$ cat src/pkg/pci_regs.svh
// Constants for the port change interrupt logic.
`ifndef PCI_REGS_SVH
`define PCI_REGS_SVH
`define PCI_PORT_WIDTH 8
`define PCI_CFG_CLEAR_SEL_BIT 0
`define PCI_CFG_POLARITY_BIT 1
`define PCI_CFG_OPEN_DRAIN_BIT 2
`define PCI_BYTE_RESET 8'h00
`define PCI_SYNC_STAGES 2
`endif

$ cat src/pkg/pci_pkg.sv
// Types shared by the port change interrupt logic.
`include "pci_regs.svh"
package pci_pkg;
  typedef struct packed {
    logic [`PCI_PORT_WIDTH-1:0] pin_direction;
    logic [`PCI_PORT_WIDTH-1:0] change_irq_enable;
    logic [`PCI_PORT_WIDTH-1:0] compare_source_select;
    logic [`PCI_PORT_WIDTH-1:0] compare_reference;
    logic [`PCI_PORT_WIDTH-1:0] expander_config;
  } pci_cfg_type;
  typedef struct packed {
    logic irq_active;
    logic [`PCI_PORT_WIDTH-1:0] irq_port_capture;
    logic [`PCI_PORT_WIDTH-1:0] irq_source_flags;
    logic [`PCI_PORT_WIDTH-1:0] prev_level;
  } pci_state_type;
endpackage

$ cat src/core/pci_sync.sv
// Two-stage synchroniser for the port pins.
`timescale 1ns/1ps
`include "pci_regs.svh"
module pci_sync
  import pci_pkg::*;
#(
  parameter int WIDTH = `PCI_PORT_WIDTH
)
(
  // Clock and reset.
  input wire logic i_clk,
  input wire logic i_rst,
  // Asynchronous input and synchronised output.
  input wire logic [WIDTH-1:0] i_async,
  output logic [WIDTH-1:0] o_sync
);
  typedef struct packed {
    logic [WIDTH-1:0] first;
    logic [WIDTH-1:0] second;
  } pci_sync_state_type;
  pci_sync_state_type state;
  pci_sync_state_type next_state;

  // The first stage feeds only the second stage.
  always_comb
  begin
    next_state.first = i_async;
    next_state.second = state.first;
  end

  // Both stages reset to zero.
  always_ff @(posedge i_clk or posedge i_rst)
  begin
    if (i_rst)
      state <= '0;
    else
      state <= next_state;
  end

  assign o_sync = state.second;
endmodule

$ cat src/core/pci_irq.sv
// Interrupt-on-change logic for an 8-bit port expander.
// Contract
// Per-pin enable and compare source select.
// Previous mode: pin differs from recorded level.
// Reference mode: pin differs from reference bit.
// Only enabled input pins take part.
// Output pins never affect interrupt.
// Capture whole port on interrupt.
// Pending interrupt blocks new events and capture.
// Interrupt held until selected register read.
// Writes never change interrupt state.
// Clear after read data LSb shifted out.
// Pending condition reasserts with new capture.
// Previous mode baseline updates at interrupt.
// Reference mismatch persists after read.
// Output is low, high or open-drain.
// Clear select picks capture or port read.
// Open-drain ignores polarity; else driven.
// Polarity set is high, clear is low.
// Flags show pins causing the interrupt.
// Pins synchronised before comparison.
`timescale 1ns/1ps
`include "pci_regs.svh"
module pci_irq
  import pci_pkg::*;
#(
  parameter int WIDTH = `PCI_PORT_WIDTH
)
(
  // Clock and reset.
  input wire logic i_clk,
  input wire logic i_rst,
  // Port pins, asynchronous to the clock.
  input wire logic [WIDTH-1:0] i_port_pins,
  // Configuration held by the register file outside.
  input wire logic [WIDTH-1:0] i_pin_direction,
  input wire logic [WIDTH-1:0] i_change_irq_enable,
  input wire logic [WIDTH-1:0] i_compare_source_select,
  input wire logic [WIDTH-1:0] i_compare_reference,
  input wire logic [7:0] i_expander_config,
  // Pulses from the serial interface when a read's LSb has been shifted out.
  input wire logic i_capture_read_done,
  input wire logic i_port_read_done,
  // Read-only register contents and synchronised port value.
  output logic [WIDTH-1:0] o_irq_port_capture,
  output logic [WIDTH-1:0] o_irq_source_flags,
  output logic [WIDTH-1:0] o_port_value,
  // Interrupt pin as output, output enable and internal level.
  output logic o_irq_pin,
  output logic o_irq_pin_oe,
  output logic o_irq_pending
);
  pci_state_type state;
  pci_state_type next_state;
  logic [WIDTH-1:0] port_sync;
  logic [WIDTH-1:0] eligible;
  logic [WIDTH-1:0] mismatch;
  logic clear_hit;
  logic [WIDTH-1:0] base_after;

  // Pins are resynchronised so a metastable sample never reaches the compare.
  pci_sync #(.WIDTH(WIDTH)) u_sync (
    .i_clk(i_clk),
    .i_rst(i_rst),
    .i_async(i_port_pins),
    .o_sync(port_sync)
  );

  // Only enabled inputs qualify; a direction bit of 1 marks an input.
  assign eligible = i_pin_direction & i_change_irq_enable;

  // Each pin compares with its own source, chosen per bit.
  genvar gi;
  generate
    for (gi = 0; gi < WIDTH; gi++)
    begin : g_cmp
      assign mismatch[gi] = eligible[gi] & (i_compare_source_select[gi]
        ? (port_sync[gi] != i_compare_reference[gi])
        : (port_sync[gi] != state.prev_level[gi]));
    end
  endgenerate

  // Only a completed read of the selected register clears; writes have no path here.
  assign clear_hit = i_expander_config[`PCI_CFG_CLEAR_SEL_BIT]
    ? i_capture_read_done : i_port_read_done;

  // Baseline holds for eligible pins while idle, so a change is judged against the level recorded at the last interrupt.
  assign base_after = state.prev_level;

  // Interrupt state update.
  always_comb
  begin
    next_state = state;
    if (state.irq_active && clear_hit)
    begin
      next_state.irq_active = 1'b0;
      next_state.irq_source_flags = '0;
    end
    if ((!state.irq_active || clear_hit) && (mismatch != '0))
    begin
      // A pending condition at the clearing read re-fires at once with fresh capture.
      next_state.irq_active = 1'b1;
      next_state.irq_port_capture = port_sync;
      next_state.irq_source_flags = mismatch;
      next_state.prev_level = port_sync;
    end
    else if (!state.irq_active)
    begin
      // Non-eligible pins follow the port so enabling later does not fire on stale data.
      next_state.prev_level = (base_after & eligible) | (port_sync & ~eligible);
    end
    // While pending, capture, flags and baseline stay frozen.
  end

  // State registers.
  always_ff @(posedge i_clk or posedge i_rst)
  begin
    if (i_rst)
    begin
      state.irq_active <= 1'b0;
      state.irq_port_capture <= `PCI_BYTE_RESET;
      state.irq_source_flags <= `PCI_BYTE_RESET;
      state.prev_level <= `PCI_BYTE_RESET;
    end
    else
      state <= next_state;
  end

  // Output driver: open-drain pulls low when active; driven mode uses polarity.
  always_comb
  begin
    if (i_expander_config[`PCI_CFG_OPEN_DRAIN_BIT])
    begin
      o_irq_pin = 1'b0;
      o_irq_pin_oe = state.irq_active;
    end
    else
    begin
      o_irq_pin = i_expander_config[`PCI_CFG_POLARITY_BIT] ? state.irq_active : !state.irq_active;
      o_irq_pin_oe = 1'b1;
    end
  end

  assign o_irq_port_capture = state.irq_port_capture;
  assign o_irq_source_flags = state.irq_source_flags;
  assign o_port_value = port_sync;
  assign o_irq_pending = state.irq_active;
endmodule

$ cat config.mk
export PLATFORM = sky130hd
export DESIGN_NAME = pci_irq
export DESIGN_NICKNAME = d
export VERILOG_FILES = /design/src/pkg/pci_pkg.sv /design/src/core/pci_sync.sv /design/src/core/pci_irq.sv
export VERILOG_INCLUDE_DIRS = /design/src /design/src/pkg
export SDC_FILE = /design/constraint.sdc
export NUM_CORES = 1
export LEC_CHECK = 0
export BUFFER_PORTS_ARGS = -buffer_cell sky130_fd_sc_hd__buf_2
export CAP_MARGIN = 15
export CORE_MARGIN = 1.5
export CORE_UTILIZATION = 51
export CTS_CLUSTER_SIZE = 28
export DETAILED_ROUTE_END_ITERATION = 12
export PLACE_DENSITY = 0.85
export SYNTH_ARGS = -nofsm -noshare
export SYNTH_HDL_FRONTEND = slang
export SYNTH_SLANG_ARGS = --single-unit
$ cat constraint.sdc
create_clock -name i_clk -period 3.4 [get_ports i_clk]
set_input_delay 0.17 -clock i_clk [delete_from_list [all_inputs] [get_ports i_clk]]
set_output_delay 0.17 -clock i_clk [all_outputs]
set_load 0.005 [all_outputs]
==> results_dict.tcl <==
set metrics [dict create \
    rows 21 \
    final_hold_viol_count 0 \
    fillers 275 \
    antenna_found_initial 0 \
    max_freq_mhz 409 \
    arrival_ns 2.66 \
    outcome "finished clean" \
    grt_pass1_wl_um 6820 \
    cts_buffers 5 \
    dieArea_um2 4010 \
    criticalPathCategory "flop to flop" \
    wl_per_cell_um 13.4 \
    end_kind "flop" \
    worst_slew_pin_slew_ns 0.586 \
    holdBufCountCts 9 \
    ys_seq_elements 41 \
    required_ns 3.61 \
    clkSinkCount 41 \
    grt_pass1_vias 1639 \
    die_h_um 63.3 \
    whs_path_depth 4 \
    cts-root-buf "clkbuf_4" \
    max-slew-margin-rel 0.609 \
    netlist_instances 170 \
    htreeDepth 2 \
    worstPathMaxFanout 16 \
    drive_gt1_frac 0.358 \
    drc 0 \
    yosysWarnings 0 \
    cts_buffer_depth 2 \
    p_sw_frac 0.341 \
    ff2ff_setup_slack_ns 0.95 \
    drt_iter0_drc 55 \
    slew_violations 0 \
    finalWirelength_um 4070 \
    crit_path_start_kind "flop" \
    initial_utilization 0.543 \
    diodes 0 \
    clock_skew_ns 0.00839 \
    pre_cts_slack_ns 0.987 \
    core-area_um2 3420 \
    p_sw_mw 0.463 \
    r2r_cells 5 \
    syn_to_final_growth_pct 29.2 \
    place_hpwl_um 2800 \
    hold_start "i_change_irq_enable[5]" \
    grt_max_degree 42 \
    nNetsFinal 308 \
    vdd_drop_max_mv 0.369 \
    power_density_nw_per_um2 566 \
    drt.antenna.violating_nets 0 \
    hold_class "primary input to flop" \
    io_pins 79 \
    clk_pin_slew_ns 0.11 \
    internal_power_mw 0.893 \
    gp_congestion 0.760 \
    die_w_um 63.3 \
    rsz0062_at_grt "no" \
    drt-vias-per-instance 5.20 \
    grt-ovfl-total 0 \
    drt_first_pass_iters 4 \
    setup_viol 0 \
    port_buffers 73 \
    leakagePower_nw 1.21 \
    cts_tree "built" \
    grt_usage 0.219 \
    post_cts.repair.setup_buffers 0 \
    fin_crit_ns 2.45 \
    synth.distinct_cells 23 \
    syn_area_per_cell_um2 10.9 \
    combPwrFrac 0.325 \
    power_frac_seq 0.508 \
    synth.cell_area_um2 1850 \
    worst_slack_ns 0.954 \
    syn_nets 222 \
    synth-seq-area-share 0.553 \
    min_period_over_period 0.720 \
    cap_violations 0 \
    power_frac_clock 0.166 \
    worstSkewPairLatency_ns 0.33 \
    tns_ns 0 \
    final_util 0.701 \
    ctsResizeCount 0 \
    vias 1575 \
]
worst max-delay path by stage:
stage               from    to  slack (ns)
floorplan           flop  flop        1.54
global route        flop  flop        0.79
finish              flop  flop        0.95
global placement    flop  flop        1.00
detailed placement  flop  flop        0.99
CTS                 flop  flop        0.95
area by class of cell:
| cell class | instances | area [um^2] | area share |
|---|---|---|---|
| sequential | 41 | 1030 | 0.428 |
| multi-input combinational | 99 | 699 | 0.292 |
| timing repair buffer | 84 | 470 | 0.196 |
| inverter | 25 | 93.8 | 0.0392 |
| tap | 46 | 57.6 | 0.0240 |
| clock buffer | 8 | 48.8 | 0.0204 |
power groups by stage:
stage / sequential, mW / combinational, mW / clock [mW]
floorplan: 0.682 / 0.282 / 0
global placement: 0.695 / 0.417 / 0
detailed placement: 0.697 / 0.433 / 0
CTS: 0.688 / 0.444 / 0.234
global route: 0.705 / 0.497 / 0.261
finish: 0.689 / 0.441 / 0.225
logic make-up (layout without fill, tap and decap cells):
kind of cell / count (synthesis) / after routing / synth area share
AOI/OAI and AO/OA: 42 / 42 / 0.173
DFF: 41 / 41 / 0.553
and+or+nand+nor: 39 / 39 / 0.108
buffers and inverters: 30 / 117 / 0.0695
muxes: 17 / 17 / 0.0918
xor gates and xnor gates: 1 / 1 / 0.00472
placed cells by master, fill, tap and decap left out:
cell | netlist | layout
clkinv_1 | 0 | 1
nor2_1 | 2 | 2
o211ai_1 | 8 | 8
dlygate4sd3_1 | 0 | 9
dfrtp_1 | 41 | 41
buf_4 | 0 | 2
mux2i_1 | 17 | 17
nand2_1 | 18 | 18
nand2b_1 | 1 | 1
or4_4 | 1 | 1
o311ai_0 | 6 | 6
o21a_1 | 1 | 1
o21ai_0 | 8 | 8
a21oi_1 | 8 | 8
clkbuf_4 | 0 | 5
nand3b_1 | 8 | 8
buf_2 | 1 | 73
o311ai_2 | 2 | 2
xor2_1 | 1 | 1
o21ai_2 | 8 | 8
or4_1 | 1 | 1
nand3_1 | 8 | 8
o31a_4 | 1 | 1
inv_1 | 25 | 24
clkbuf_1 | 1 | 3
Yosys cell counts:
master	instances	area, um^2
buf_1	1	3.75
nand3_1	8	40.0
dfrtp_1	41	1030
o21ai_2	8	70.1
o31a_4	1	17.5
mux2i_1	17	170
o21a_1	1	7.51
nor2_1	2	7.51
nand2_1	18	67.6
clkbuf_1	1	3.75
o211ai_1	8	60.1
buf_2	1	5.00
nand3b_1	8	60.1
inv_1	25	93.8
or4_1	1	7.51
nand2b_1	1	6.26
xor2_1	1	8.76
o311ai_2	2	32.5
or4_4	1	11.3
buf_6	2	22.5
o311ai_0	6	52.6
a21oi_1	8	40.0
o21ai_0	8	40.0
metal layers:
| layer | vias to the layer above | track usage | share of wire |
|---|---|---|---|
| met5 | - | 0 | 0 |
| met3 | 4 | 0.0589 | 0.062 |
| met4 | 0 | 0.0543 | 0.0076 |
| met2 | 63 | 0.418 | 0.51 |
| li1 | 764 | - | - |
| met1 | 744 | 0.239 | 0.42 |
per-stage QoR:
stage | cell area [um^2] | std cells | hold slack [ns] | power, mW
after floorplan | 1850 | 170 | 0.201 | 0.964
after global placement | 2260 | 286 | 0.277 | 1.11
after detailed placement | 2260 | 286 | 0.279 | 1.13
after CTS | 2400 | 303 | 0.201 | 1.37
after global routing | 2400 | 303 | 0.209 | 1.46
final | 2400 | 303 | 0.217 | 1.36
worst max-delay path: stages, from the launching register on:
cell,delay [ns]
dfrtp_1,0.39
mux2i_1,0.15
mux2i_1,0.13
or4_1,0.77
o21a_1,0.48
o311ai_0,0.42
No activity file was read; power rests on OpenSTA's default activity.
